File: src/verilog/uic_map.vh
`ifndef UIC_MAP_VH
`define UIC_MAP_VH
`define UIC_ADDR_W 12
`define UIC_OFS_RAW 12'h03C
`define UIC_OFS_MASKED 12'h040
`define UIC_OFS_CLEAR 12'h044
`define UIC_OFS_IDENT4 12'hFD0
`define UIC_OFS_SET 12'h038
`define UIC_OFS_MASK 12'h048
`define UIC_SRC_N 7
`define UIC_SRC_LO 4
`define UIC_SRC_HI 10
`define UIC_BIT_OVERRUN 10
`define UIC_BIT_BREAK 9
`define UIC_BIT_PARITY 8
`define UIC_BIT_FRAMING 7
`define UIC_BIT_RX_TIMEOUT 6
`define UIC_BIT_TX 5
`define UIC_BIT_RX 4
`define UIC_SRC_RESET 7'h00
`define UIC_DATA_ZERO 32'h0000_0000
`define UIC_IDENT4_VAL 8'h5A
`endif

File: src/verilog/uic_srcbit.v
`timescale 1ns/100ps
`default_nettype none
// one sticky source bit: hardware set beats a software clear in the same cycle
module uic_srcbit (
  input wire clk,
  input wire rst,
  input wire ce,
  input wire set,
  input wire clr,
  output reg state_q
);
  always @(posedge clk or posedge rst) begin
    if (rst) begin
      state_q <= 1'b0;
    end else if (ce) begin
      if (set) begin
        state_q <= 1'b1;
      end else if (clr) begin
        state_q <= 1'b0;
      end
    end
  end
endmodule
`default_nettype wire

File: src/verilog/uic_top.v
// Summary of operation
// masked status register at 0x040 reads present masked state of sources
// writes to masked status register are ignored
// masked bits: overrun 10, break 9, parity 8, framing 7, timeout 6, tx 5, rx 4
// clear register at 0x044: writing one clears raw and masked status
// writing zero to a clear bit leaves that source untouched
// clear bits sit at the same positions as masked status bits
// reserved bits read as zero; software must not alter them
// read-only identity register at 0xFD0, byte in bits 7:0
// a raw status bit is kept per source before masking
// masked bit is raw AND mask enable; interrupt while any masked bit set
// masked status and clear bits are zero after reset
`timescale 1ns/100ps
`default_nettype none
`include "uic_map.vh"
module uic_top #(
  parameter [7:0] IDENT4 = `UIC_IDENT4_VAL
) (
  input wire MCLK,
  input wire RESET,
  input wire CE,
  input wire [`UIC_ADDR_W-1:0] ADDR,
  input wire [31:0] WDATA,
  input wire WR,
  input wire RD,
  input wire OVERRUN_EVT,
  input wire BREAK_EVT,
  input wire PARITY_EVT,
  input wire FRAMING_EVT,
  input wire RX_TIMEOUT_EVT,
  input wire TX_EVT,
  input wire RX_EVT,
  output reg [31:0] RDATA,
  output reg IRQ
);
  // identity value above is arbitrary

  // two stages settle the level; the third exists only for edge detection
  reg [`UIC_SRC_N-1:0] sync1_q;
  reg [`UIC_SRC_N-1:0] sync2_q;
  reg [`UIC_SRC_N-1:0] sync3_q;
  wire [`UIC_SRC_N-1:0] evt_in;
  wire [`UIC_SRC_N-1:0] evt_s;

  // per-source terms, spelled out so that each bit can be traced by name
  wire overrun_edge;
  wire break_edge;
  wire parity_edge;
  wire framing_edge;
  wire rx_timeout_edge;
  wire tx_edge;
  wire rx_edge;

  wire overrun_set;
  wire break_set;
  wire parity_set;
  wire framing_set;
  wire rx_timeout_set;
  wire tx_set;
  wire rx_set;

  wire overrun_clear;
  wire break_clear;
  wire parity_clear;
  wire framing_clear;
  wire rx_timeout_clear;
  wire tx_clear;
  wire rx_clear;

  wire overrun_raw;
  wire break_raw;
  wire parity_raw;
  wire framing_raw;
  wire rx_timeout_raw;
  wire tx_raw;
  wire rx_raw;

  wire overrun_en;
  wire break_en;
  wire parity_en;
  wire framing_en;
  wire rx_timeout_en;
  wire tx_en;
  wire rx_en;

  wire overrun_masked;
  wire break_masked;
  wire parity_masked;
  wire framing_masked;
  wire rx_timeout_masked;
  wire tx_masked;
  wire rx_masked;

  wire [`UIC_SRC_N-1:0] raw;
  wire [`UIC_SRC_N-1:0] masked;
  wire wr_clear;
  wire wr_set;
  wire wr_mask;
  reg [`UIC_SRC_N-1:0] mask_q;
  reg [31:0] rdata_d;
  reg irq_d;

  // address match, shared by every write decode
  function hit;
    input [`UIC_ADDR_W-1:0] a;
    input [`UIC_ADDR_W-1:0] ofs;
    begin
      hit = (a == ofs);
    end
  endfunction

  function wbit;
    input [31:0] w;
    input integer pos;
    begin
      wbit = w[pos];
    end
  endfunction

  // event pins come from the serial core's own logic, possibly another clock
  assign evt_in = {
    OVERRUN_EVT,
    BREAK_EVT,
    PARITY_EVT,
    FRAMING_EVT,
    RX_TIMEOUT_EVT,
    TX_EVT,
    RX_EVT
  };

  always @(posedge MCLK or posedge RESET) begin
    if (RESET) begin
      sync1_q <= `UIC_SRC_RESET;
      sync2_q <= `UIC_SRC_RESET;
    end else if (CE) begin
      sync1_q <= evt_in;
      sync2_q <= sync1_q;
    end
  end

  // event pins idle low, so a zero reset value gives no false edge after reset
  always @(posedge MCLK or posedge RESET) begin
    if (RESET) begin
      sync3_q <= `UIC_SRC_RESET;
    end else if (CE) begin
      sync3_q <= sync2_q;
    end
  end

  // a level held high sets its bit once; software may clear it while it stays high
  assign evt_s = sync2_q & ~sync3_q;
  assign overrun_edge = evt_s[`UIC_BIT_OVERRUN - `UIC_SRC_LO];
  assign break_edge = evt_s[`UIC_BIT_BREAK - `UIC_SRC_LO];
  assign parity_edge = evt_s[`UIC_BIT_PARITY - `UIC_SRC_LO];
  assign framing_edge = evt_s[`UIC_BIT_FRAMING - `UIC_SRC_LO];
  assign rx_timeout_edge = evt_s[`UIC_BIT_RX_TIMEOUT - `UIC_SRC_LO];
  assign tx_edge = evt_s[`UIC_BIT_TX - `UIC_SRC_LO];
  assign rx_edge = evt_s[`UIC_BIT_RX - `UIC_SRC_LO];

  // writes to masked status or identity decode to nothing, so they change no state
  assign wr_clear = WR & hit(ADDR, `UIC_OFS_CLEAR);
  assign wr_set = WR & hit(ADDR, `UIC_OFS_SET);
  assign wr_mask = WR & hit(ADDR, `UIC_OFS_MASK);

  // the set word is a test hook that raises a raw bit without the serial core
  assign overrun_set = overrun_edge | (wr_set & wbit(WDATA, `UIC_BIT_OVERRUN));
  assign break_set = break_edge | (wr_set & wbit(WDATA, `UIC_BIT_BREAK));
  assign parity_set = parity_edge | (wr_set & wbit(WDATA, `UIC_BIT_PARITY));
  assign framing_set = framing_edge | (wr_set & wbit(WDATA, `UIC_BIT_FRAMING));
  assign rx_timeout_set = rx_timeout_edge | (wr_set & wbit(WDATA, `UIC_BIT_RX_TIMEOUT));
  assign tx_set = tx_edge | (wr_set & wbit(WDATA, `UIC_BIT_TX));
  assign rx_set = rx_edge | (wr_set & wbit(WDATA, `UIC_BIT_RX));

  // a one clears its source, a zero leaves it alone; a set in the same cycle wins
  assign overrun_clear = wr_clear & wbit(WDATA, `UIC_BIT_OVERRUN);
  assign break_clear = wr_clear & wbit(WDATA, `UIC_BIT_BREAK);
  assign parity_clear = wr_clear & wbit(WDATA, `UIC_BIT_PARITY);
  assign framing_clear = wr_clear & wbit(WDATA, `UIC_BIT_FRAMING);
  assign rx_timeout_clear = wr_clear & wbit(WDATA, `UIC_BIT_RX_TIMEOUT);
  assign tx_clear = wr_clear & wbit(WDATA, `UIC_BIT_TX);
  assign rx_clear = wr_clear & wbit(WDATA, `UIC_BIT_RX);

  // one sticky cell per source, listed from the top bit down
  uic_srcbit u_overrun (
    .clk(MCLK),
    .rst(RESET),
    .ce(CE),
    .set(overrun_set),
    .clr(overrun_clear),
    .state_q(overrun_raw)
  );

  uic_srcbit u_break (
    .clk(MCLK),
    .rst(RESET),
    .ce(CE),
    .set(break_set),
    .clr(break_clear),
    .state_q(break_raw)
  );

  uic_srcbit u_parity (
    .clk(MCLK),
    .rst(RESET),
    .ce(CE),
    .set(parity_set),
    .clr(parity_clear),
    .state_q(parity_raw)
  );

  uic_srcbit u_framing (
    .clk(MCLK),
    .rst(RESET),
    .ce(CE),
    .set(framing_set),
    .clr(framing_clear),
    .state_q(framing_raw)
  );

  uic_srcbit u_rx_timeout (
    .clk(MCLK),
    .rst(RESET),
    .ce(CE),
    .set(rx_timeout_set),
    .clr(rx_timeout_clear),
    .state_q(rx_timeout_raw)
  );

  uic_srcbit u_tx (
    .clk(MCLK),
    .rst(RESET),
    .ce(CE),
    .set(tx_set),
    .clr(tx_clear),
    .state_q(tx_raw)
  );

  uic_srcbit u_rx (
    .clk(MCLK),
    .rst(RESET),
    .ce(CE),
    .set(rx_set),
    .clr(rx_clear),
    .state_q(rx_raw)
  );

  assign raw = {
    overrun_raw,
    break_raw,
    parity_raw,
    framing_raw,
    rx_timeout_raw,
    tx_raw,
    rx_raw
  };

  // mask enables, one per source
  assign overrun_en = mask_q[`UIC_BIT_OVERRUN - `UIC_SRC_LO];
  assign break_en = mask_q[`UIC_BIT_BREAK - `UIC_SRC_LO];
  assign parity_en = mask_q[`UIC_BIT_PARITY - `UIC_SRC_LO];
  assign framing_en = mask_q[`UIC_BIT_FRAMING - `UIC_SRC_LO];
  assign rx_timeout_en = mask_q[`UIC_BIT_RX_TIMEOUT - `UIC_SRC_LO];
  assign tx_en = mask_q[`UIC_BIT_TX - `UIC_SRC_LO];
  assign rx_en = mask_q[`UIC_BIT_RX - `UIC_SRC_LO];

  assign overrun_masked = overrun_raw & overrun_en;
  assign break_masked = break_raw & break_en;
  assign parity_masked = parity_raw & parity_en;
  assign framing_masked = framing_raw & framing_en;
  assign rx_timeout_masked = rx_timeout_raw & rx_timeout_en;
  assign tx_masked = tx_raw & tx_en;
  assign rx_masked = rx_raw & rx_en;

  assign masked = {
    overrun_masked,
    break_masked,
    parity_masked,
    framing_masked,
    rx_timeout_masked,
    tx_masked,
    rx_masked
  };

  always @(posedge MCLK or posedge RESET) begin
    if (RESET) begin
      mask_q <= `UIC_SRC_RESET;
    end else if (CE) begin
      if (wr_mask) begin
        mask_q <= WDATA[`UIC_SRC_HI:`UIC_SRC_LO];
      end
    end
  end

  // reserved and unmapped bits read as zero, though software may not rely on it
  always @* begin
    rdata_d = `UIC_DATA_ZERO;
    case (ADDR)
      `UIC_OFS_MASKED: begin
        rdata_d[`UIC_BIT_OVERRUN] = overrun_masked;
        rdata_d[`UIC_BIT_BREAK] = break_masked;
        rdata_d[`UIC_BIT_PARITY] = parity_masked;
        rdata_d[`UIC_BIT_FRAMING] = framing_masked;
        rdata_d[`UIC_BIT_RX_TIMEOUT] = rx_timeout_masked;
        rdata_d[`UIC_BIT_TX] = tx_masked;
        rdata_d[`UIC_BIT_RX] = rx_masked;
      end
      `UIC_OFS_RAW: begin
        rdata_d[`UIC_BIT_OVERRUN] = overrun_raw;
        rdata_d[`UIC_BIT_BREAK] = break_raw;
        rdata_d[`UIC_BIT_PARITY] = parity_raw;
        rdata_d[`UIC_BIT_FRAMING] = framing_raw;
        rdata_d[`UIC_BIT_RX_TIMEOUT] = rx_timeout_raw;
        rdata_d[`UIC_BIT_TX] = tx_raw;
        rdata_d[`UIC_BIT_RX] = rx_raw;
      end
      `UIC_OFS_MASK: begin
        rdata_d[`UIC_BIT_OVERRUN] = overrun_en;
        rdata_d[`UIC_BIT_BREAK] = break_en;
        rdata_d[`UIC_BIT_PARITY] = parity_en;
        rdata_d[`UIC_BIT_FRAMING] = framing_en;
        rdata_d[`UIC_BIT_RX_TIMEOUT] = rx_timeout_en;
        rdata_d[`UIC_BIT_TX] = tx_en;
        rdata_d[`UIC_BIT_RX] = rx_en;
      end
      `UIC_OFS_IDENT4: rdata_d = {24'h00_0000, IDENT4};
      default: rdata_d = `UIC_DATA_ZERO;
    endcase
  end

  always @* begin
    irq_d = |masked;
  end

  always @(posedge MCLK or posedge RESET) begin
    if (RESET) begin
      RDATA <= `UIC_DATA_ZERO;
    end else if (CE) begin
      RDATA <= RD ? rdata_d : `UIC_DATA_ZERO;
    end
  end

  // flopped, so the level lags masked status by one cycle
  always @(posedge MCLK or posedge RESET) begin
    if (RESET) begin
      IRQ <= 1'b0;
    end else if (CE) begin
      IRQ <= irq_d;
    end
  end
endmodule
`default_nettype wire
File: config.mk
export PLATFORM = sky130hd
export DESIGN_NAME = uic_top
export DESIGN_NICKNAME = d
export VERILOG_FILES = /design/src/verilog/uic_srcbit.v /design/src/verilog/uic_top.v
export VERILOG_INCLUDE_DIRS = /design/src /design/src/verilog
export SDC_FILE = /design/constraint.sdc
export NUM_CORES = 1
export LEC_CHECK = 0
export BUFFER_PORTS_ARGS = -buffer_cell sky130_fd_sc_hd__clkbuf_2
export CORE_MARGIN = 2
export CORE_UTILIZATION = 52
export DETAILED_ROUTE_END_ITERATION = 10
export GPL_TIMING_DRIVEN = 0
export PLACE_DENSITY = 0.94
export RECOVER_POWER = 100
export SYNTH_ARGS = -nofsm -noshare
export SYNTH_HDL_FRONTEND = slang
export SYNTH_HIERARCHICAL = 1
export SYNTH_SLANG_ARGS = --single-unit
export TNS_END_PERCENT = 1
File: constraint.sdc
create_clock -name MCLK -period 1.8 [get_ports MCLK]
set_input_delay 0.09 -clock MCLK [delete_from_list [all_inputs] [get_ports MCLK]]
set_output_delay 0.09 -clock MCLK [all_outputs]
set_load 0.02 [all_outputs]
==> flow_summary.yaml, run 1 <==
logic_synthesis:
  synth.ff_latch_count: 44
  syn_area_per_cell_um2: 10.3
  synth.yosys.seq_area_share: 0.480
  synth_xor_xnor_area_share: 0
  synth_compound_gate_area_share: 0.128
  share_of_synthesized_area_spent_on_multiplexers: 0.103
  synth_cells: 223
  synthDistinctLibCells: 34
  synth.yosys.warnings: 6
  synth-simple-area-share: 0.158
  netlist_area_um2: 2290
  dominant_combinational_cell_family_by_area_after_synthesis: "simple AND/OR/NAND/NOR gates"
  synth_fa_ha_area_frac: 0
die:
  die_y_extent_um: 70.4
  rows: 24
  initial_utilization: 0.534
  ios: 89
  floorplan.die.width_um: 70.4
  design.core.area_um2: 4290
  die_area_um2: 4960
routing:
  initial_drc_count: 134
  top_layer: "met4"
  totalWireLength_um: 4980
  number_of_vias_after_detailed_routing: 1805
  via_per_inst: 5.23
  dr_wl_met3_um: 411
  met1_length_um: 2120
  dr_wl_cell_um: 14.4
  drt_drc_violations_left: 0
  met2_length_um: 2390
  antenna_left: 0
  detailedRoute.firstPassIterationCount: 4
setup_path:
  cp.arrival_ns: 1.91
  worst_setup_path_start_kind: "input pin"
  worst-endpoint-required_ns: 1.99
  critPathKind: "in2reg"
  timing.critical_path.fanout_max: 8
  critical-path-max-stage-delay_ns: 0.52
  critical_path.cell_chain: "clkbuf_2 -> or3_1 -> buf_2 -> or2_4 -> nor4_4 -> mux2_2"
  slowest_stage_cell_cp: "sky130_fd_sc_hd__nor4_4"
  critPathCaptureType: "flop"
sta:
  slew_worst_pin_ns: 0.789
  layout_min_cycle_time_ns: 1.72
  slew_viol_final: 0
  fin_hold_ws_ns: 0.0291
  share_of_the_cycle_needed_by_the_critical_path_after_routing: 0.955
  maxSlewHeadroom: 0.469
  finalHoldViolCount: 0
  setup_repair_after_global_routing_missed_its_margin: "no"
  maxClockFrequency_mhz: 582
  setup_viol: 0
  skew_ns: 0.0121
  totalNegativeSetupSlack_ns: 0
place:
  hpwlAfterDp_um: 3780
  place_inst: 336
  buffer_ports.inserted: 39
  final_estimated_routing_congestion_in_global_placement: 0.824
global_routing:
  grt_first_pass_wirelength_um: 8000
  global_route.overflow_total: 0
  grt_start_max_net_pins: 38
  number_of_antenna_violations_at_the_first_check_in_global_routing: 0
  first_global_vias: 1732
  track_usage: 0.206
clock_network:
  path_clk_slew_ns: 0.08
  cts.root.buffer_cell: "sky130_fd_sc_hd__clkbuf_8"
  clock_sink_count: 44
  cts_made_buffers: 5
  cts-root-to-sink-buffers: 2
  tritoncts_clock_tree: "built"
  clock_network_latency_to_the_later_pin_of_the_worst_skew_pair_ns: 0.30
  cts_max_level: 2
power_and_ir_drop:
  p_leak_uw: 0.00132
  ir_drop_mv: 0.754
  total_power_uw: 2150
  power_per_cell_area_nw_per_um2: 781
final_layout:
  antenna-diode-count: 0
  stdcell_count: 345
  final-seq-area_um2: 1100
  final_layout_size_suffix_gt1_frac: 0.304
  area_delta_synth_final_pct: 19.9
  num-fill-cells: 348
  final_util: 0.640
  multi_input_area_um2: 990
  fin_nets: 348
hold_path:
  hold_path.class: "in2reg"
run_status:
  outcome: "completed"
job:
  cap_viol_max_count: 0
-- state kept, by name, indices dropped and copies added, names as in the netlist, 7 cells and up --
| name | flops |
|---|---|
| RDATA | 8 |
| mask_q | 7 |
| sync1_q | 7 |
| sync2_q | 7 |
| sync3_q | 7 |
-- logic make-up after synthesis --
kind of cell / Yosys count
compound gates: 40
buf+inv: 54
simple gates: 63
flops: 44
mux: 21
other cells: 1
-- synthesized netlist by cell type --
library cell / n / area, µm²
sky130_fd_sc_hd__dfrtp_1: 44 / 1100
sky130_fd_sc_hd__buf_4: 24 / 180
sky130_fd_sc_hd__mux2_2: 21 / 236
sky130_fd_sc_hd__inv_1: 20 / 75.1
sky130_fd_sc_hd__nand2_1: 19 / 71.3
sky130_fd_sc_hd__a22o_1: 14 / 123
sky130_fd_sc_hd__o21ai_0: 10 / 50.1
sky130_fd_sc_hd__clkbuf_1: 8 / 30.0
sky130_fd_sc_hd__and2_1: 7 / 43.8
sky130_fd_sc_hd__nor4_1: 7 / 43.8
sky130_fd_sc_hd__nand3_1: 6 / 30.0
sky130_fd_sc_hd__nor2_1: 5 / 18.8
sky130_fd_sc_hd__a32oi_1: 4 / 35.0
sky130_fd_sc_hd__nand3b_1: 4 / 30.0
sky130_fd_sc_hd__o22ai_1: 4 / 25.0
sky130_fd_sc_hd__o211ai_1: 3 / 22.5
sky130_fd_sc_hd__a22oi_1: 2 / 15.0
sky130_fd_sc_hd__buf_2: 2 / 10.0
sky130_fd_sc_hd__nand2b_1: 2 / 12.5
sky130_fd_sc_hd__or3_1: 2 / 12.5
sky130_fd_sc_hd__or3b_2: 2 / 17.5
sky130_fd_sc_hd__a21oi_1: 1 / 5.00
sky130_fd_sc_hd__a222oi_1: 1 / 10.0
sky130_fd_sc_hd__a41oi_1: 1 / 8.76
sky130_fd_sc_hd__and2_0: 1 / 6.26
sky130_fd_sc_hd__conb_1: 1 / 3.75
sky130_fd_sc_hd__nand4_1: 1 / 6.26
sky130_fd_sc_hd__nor2b_1: 1 / 6.26
sky130_fd_sc_hd__nor3_1: 1 / 5.00
sky130_fd_sc_hd__nor3_2: 1 / 10.0
sky130_fd_sc_hd__nor4_4: 1 / 21.3
sky130_fd_sc_hd__or2_4: 1 / 8.76
sky130_fd_sc_hd__or4_1: 1 / 7.51
sky130_fd_sc_hd__or4b_2: 1 / 10.0
-- through the flow --
stage,setup WS (ns),cell area [µm²]
2_1_floorplan,0.0337,2370
3_3_place_gp,-0.302,2640
3_5_place_dp,-0.341,2640
4_1_cts,0.0764,2760
5_1_grt,0.0181,2750
6_report,0.0803,2750
-- critical path: cells and delay by family --
family        cells  cell delay (ns)
simple gates      3             1.15
mux               1             0.40
buf+inv           2             0.27
-- layer usage --
layer	track usage	vias to the layer above
li1	-	872
met3	0.0563	7
met2	0.341	81
met5	0	-
met4	0.0620	0
met1	0.264	845
-- where the power goes --
part           leakage, µW  total (µW)  internal (µW)  switching (µW)
clock            0.0000552         740            412             328
sequential        0.000533        1090           1050            38.1
combinational     0.000729         314            140             175
-- area by class of cell --
type / count / share of cell area
buffer: 34 / 0.0801
tap: 52 / 0.0237
inverter: 20 / 0.0273
clock buffer: 6 / 0.0264
timing repair buffer: 40 / 0.0692
clock inverter: 2 / 0.0127
multi-input combinational: 147 / 0.360
sequential: 44 / 0.401
-- placed cells by master, fill, tap and decap left out, types with 2 or more instances in the layout --
cell type,synthesis,routed
sky130_fd_sc_hd__o22ai_1,4,4
sky130_fd_sc_hd__nand3b_1,4,4
sky130_fd_sc_hd__nor2_1,5,5
sky130_fd_sc_hd__nand3_1,6,6
sky130_fd_sc_hd__o21ai_0,10,10
sky130_fd_sc_hd__a22oi_1,2,2
sky130_fd_sc_hd__nor4_1,7,6
sky130_fd_sc_hd__clkbuf_2,0,28
sky130_fd_sc_hd__conb_1,1,23
sky130_fd_sc_hd__buf_4,24,24
sky130_fd_sc_hd__nand2_1,19,19
sky130_fd_sc_hd__nor3_2,1,2
sky130_fd_sc_hd__dfrtp_1,44,44
sky130_fd_sc_hd__clkbuf_1,8,21
sky130_fd_sc_hd__or3_1,2,2
sky130_fd_sc_hd__inv_1,20,19
sky130_fd_sc_hd__or3b_2,2,2
sky130_fd_sc_hd__a32oi_1,4,4
sky130_fd_sc_hd__mux2_2,21,20
sky130_fd_sc_hd__clkbuf_8,0,5
sky130_fd_sc_hd__and2_1,7,7
sky130_fd_sc_hd__o211ai_1,3,3
sky130_fd_sc_hd__a22o_1,14,14
sky130_fd_sc_hd__nand2b_1,2,2
-- repair_timing --
item | CTS | global route
gates resized for setup | 1 | 1
endpoints found under the hold margin | 7 | 0
gates cloned | 0 | 0
buffers inserted | 0 | 0
setup endpoints to repair | 6 | 4
hold buffers | 1 | 0
-- path summary, 6_finish.rpt --
path / endpoint / slack, ns / from / cells after the start
setup reg to reg: IRQ$_DFFE_PP0P_ / 0.67 / u_framing/state_q$_DFFE_PP0P_ / 2
max in group asynchronous: sync3_q[4]$_DFFE_PP0P_ / 0.71 / RESET / 3
hold / removal: sync1_q[0]$_DFFE_PP0P_ / 0.03 / RX_EVT / 2
setup / recovery: mask_q[6]$_DFFE_PP0P_ / 0.08 / ADDR[7] / 6
hold reg to reg: sync1_q[4]$_DFFE_PP0P_ / 0.51 / sync1_q[4]$_DFFE_PP0P_ / 1
min in group asynchronous: u_tx/state_q$_DFFE_PP0P_ / 0.28 / RESET / 3
Power figures use the tool's default switching activity.
==> inputs of run 2 (changes only) <==
--- a/config.mk
+++ b/config.mk
@@ -8,10 +8,10 @@
 export LEC_CHECK = 0
 export BUFFER_PORTS_ARGS = -buffer_cell sky130_fd_sc_hd__clkbuf_2
 export CORE_MARGIN = 2
-export CORE_UTILIZATION = 52
+export CORE_UTILIZATION = 45
 export DETAILED_ROUTE_END_ITERATION = 10
 export GPL_TIMING_DRIVEN = 0
-export PLACE_DENSITY = 0.94
+export PLACE_DENSITY = 0.85
 export RECOVER_POWER = 100
 export SYNTH_ARGS = -nofsm -noshare
 export SYNTH_HDL_FRONTEND = slang
==> flow_summary.yaml, run 2 (synthesized netlist as in run 1, its figures left out) <==
setup_path:
  critPathCaptureType: "flop"
  cp.arrival_ns: 1.89
  worst-endpoint-required_ns: 1.99
  critPathKind: "in2reg"
  worst_setup_path_start_kind: "input pin"
  timing.critical_path.fanout_max: 8
clock_network:
  clock_sink_count: 44
  path_clk_slew_ns: 0.08
  cts-root-to-sink-buffers: 2
  cts_made_buffers: 5
  cts_max_level: 2
  clock_network_latency_to_the_later_pin_of_the_worst_skew_pair_ns: 0.31
  tritoncts_clock_tree: "built"
  cts.root.buffer_cell: "sky130_fd_sc_hd__clkbuf_8"
sta:
  layout_min_cycle_time_ns: 1.70
  maxSlewHeadroom: 0.502
  skew_ns: 0.00910
  setup_repair_after_global_routing_missed_its_margin: "no"
  postLayoutSetupSlackWorst_ns: 0.102
  slew_worst_pin_ns: 0.746
  setup_viol: 0
  slew_viol_final: 0
  maxClockFrequency_mhz: 589
  finalHoldViolCount: 0
  fin_hold_ws_ns: 0.0126
  share_of_the_cycle_needed_by_the_critical_path_after_routing: 0.944
global_routing:
  first_global_vias: 1680
  grt_start_max_net_pins: 38
  grt_first_pass_wirelength_um: 7560
  track_usage: 0.184
  global_route.overflow_total: 0
  number_of_antenna_violations_at_the_first_check_in_global_routing: 0
place:
  preCtsSetupSlack_ns: -0.343
  hpwlAfterDp_um: 3710
  buffer_ports.inserted: 39
  final_estimated_routing_congestion_in_global_placement: 0.812
routing:
  antenna_left: 0
  totalWireLength_um: 4870
  number_of_vias_after_detailed_routing: 1805
  dr_wl_cell_um: 13.5
  met1_length_um: 2070
  met2_length_um: 2320
  via_per_inst: 4.99
  drt_drc_violations_left: 0
  dr_wl_met3_um: 411
  top_layer: "met4"
  detailedRoute.firstPassIterationCount: 4
  initial_drc_count: 128
final_layout:
  reg_with_most_ffs: "RDATA"
  final_layout_size_suffix_gt1_frac: 0.308
  num-fill-cells: 432
  final_cell_mix: "sky130_fd_sc_hd__dfrtp_1 (44), sky130_fd_sc_hd__clkbuf_2 (29), sky130_fd_sc_hd__buf_4 (24), sky130_fd_sc_hd__conb_1 (23), sky130_fd_sc_hd__mux2_2 (21)"
  flip_flop_count_of_the_largest_register_all_copies_and_words_added: 8
  fin_nets: 350
  area_delta_synth_final_pct: 21.7
  antenna-diode-count: 0
  mostFrequentLayoutCell: "sky130_fd_sc_hd__dfrtp_1"
die:
  rows: 25
  design.core.area_um2: 4820
  floorplan.die.width_um: 75.4
  ios: 89
  die_y_extent_um: 75.4
  initial_utilization: 0.476
  die_area_um2: 5680
power_and_ir_drop:
  ir_drop_mv: 0.542
  power_per_cell_area_nw_per_um2: 781
  p_leak_uw: 0.00133
hold_path:
  hold_path.class: "in2reg"
run_status:
  outcome: "completed"
job:
  cap_viol_max_count: 0
## run 2: changes by cell type in the layout (fill, tap and decap cells not counted), sizes merged
cell	change
clkbuf	-1
clkinv	-1
clkinvlp	+1
dlygate4sd3	+2
inv	+1
## run 2: what timing repair did
action,in CTS,in global routing
hold buffers,3,0
resized for setup,1,0
buffers inserted,0,0
endpoints found under the setup margin,4,0
hold endpoints to repair,9,0
## run 2: area by class of cell
type / instances / area [µm²] / area share
repair buffers: 42 / 211 / 0.0758
well taps: 67 / 83.8 / 0.0300
clock inverters: 3 / 46.3 / 0.0166
inverters: 20 / 75.1 / 0.0269
multi-input cells: 147 / 983 / 0.352
clock buffers: 5 / 68.8 / 0.0247
plain buffers: 34 / 220 / 0.0789
flip-flops and latches: 44 / 1100 / 0.395
## run 2: worst paths after layout
kind,startpoint,to,slack (ns),cells past startpoint
worst min-delay path,RX_EVT,sync1_q[0]$_DFFE_PP0P_,0.01,2
max in group asynchronous,RESET,RDATA[3]$_DFFE_PP0P_,0.74,3
worst max-delay path,ADDR[7],mask_q[3]$_DFFE_PP0P_,0.10,6
worst max register to register,u_framing/state_q$_DFFE_PP0P_,IRQ$_DFFE_PP0P_,0.67,2
min in group asynchronous,RESET,u_parity/state_q$_DFFE_PP0P_,0.27,3
worst min register to register,sync1_q[6]$_DFFE_PP0P_,sync2_q[6]$_DFFE_PP0P_,0.51,1
## run 2: stage by stage
step,instances,TNS (ns),utilization,total power (µW),instance area [µm²]
2_1_floorplan,245,0,-,1330,2370
3_3_place_gp,351,-3.71,0.551,1400,2650
3_5_place_dp,351,-4.39,0.551,1420,2650
4_1_cts,362,0,0.582,2200,2800
5_1_grt,362,0,0.579,2270,2790
6_report,362,0,0.579,2180,2790
## run 2: worst max-delay path, cell delays in order
cell and delay, ns:
sky130_fd_sc_hd__clkbuf_2 0.09, sky130_fd_sc_hd__or3_1 0.36, sky130_fd_sc_hd__buf_2 0.18, sky130_fd_sc_hd__or2_4 0.28, sky130_fd_sc_hd__nor4_4 0.50, sky130_fd_sc_hd__mux2_2 0.40
## run 2: power by group
part           switching, µW  internal, µW  leakage [µW]
Clock                    359           418     0.0000548
Combinational            170           143      0.000739
Sequential              34.6          1050      0.000533
Total                    564          1610       0.00133
## run 2: routing by layer
layer | up-vias | global-route usage
li1 | 874 | -
met1 | 846 | 0.228
met2 | 75 | 0.303
met3 | 10 | 0.0370
met4 | 0 | 0.0975
met5 | - | 0
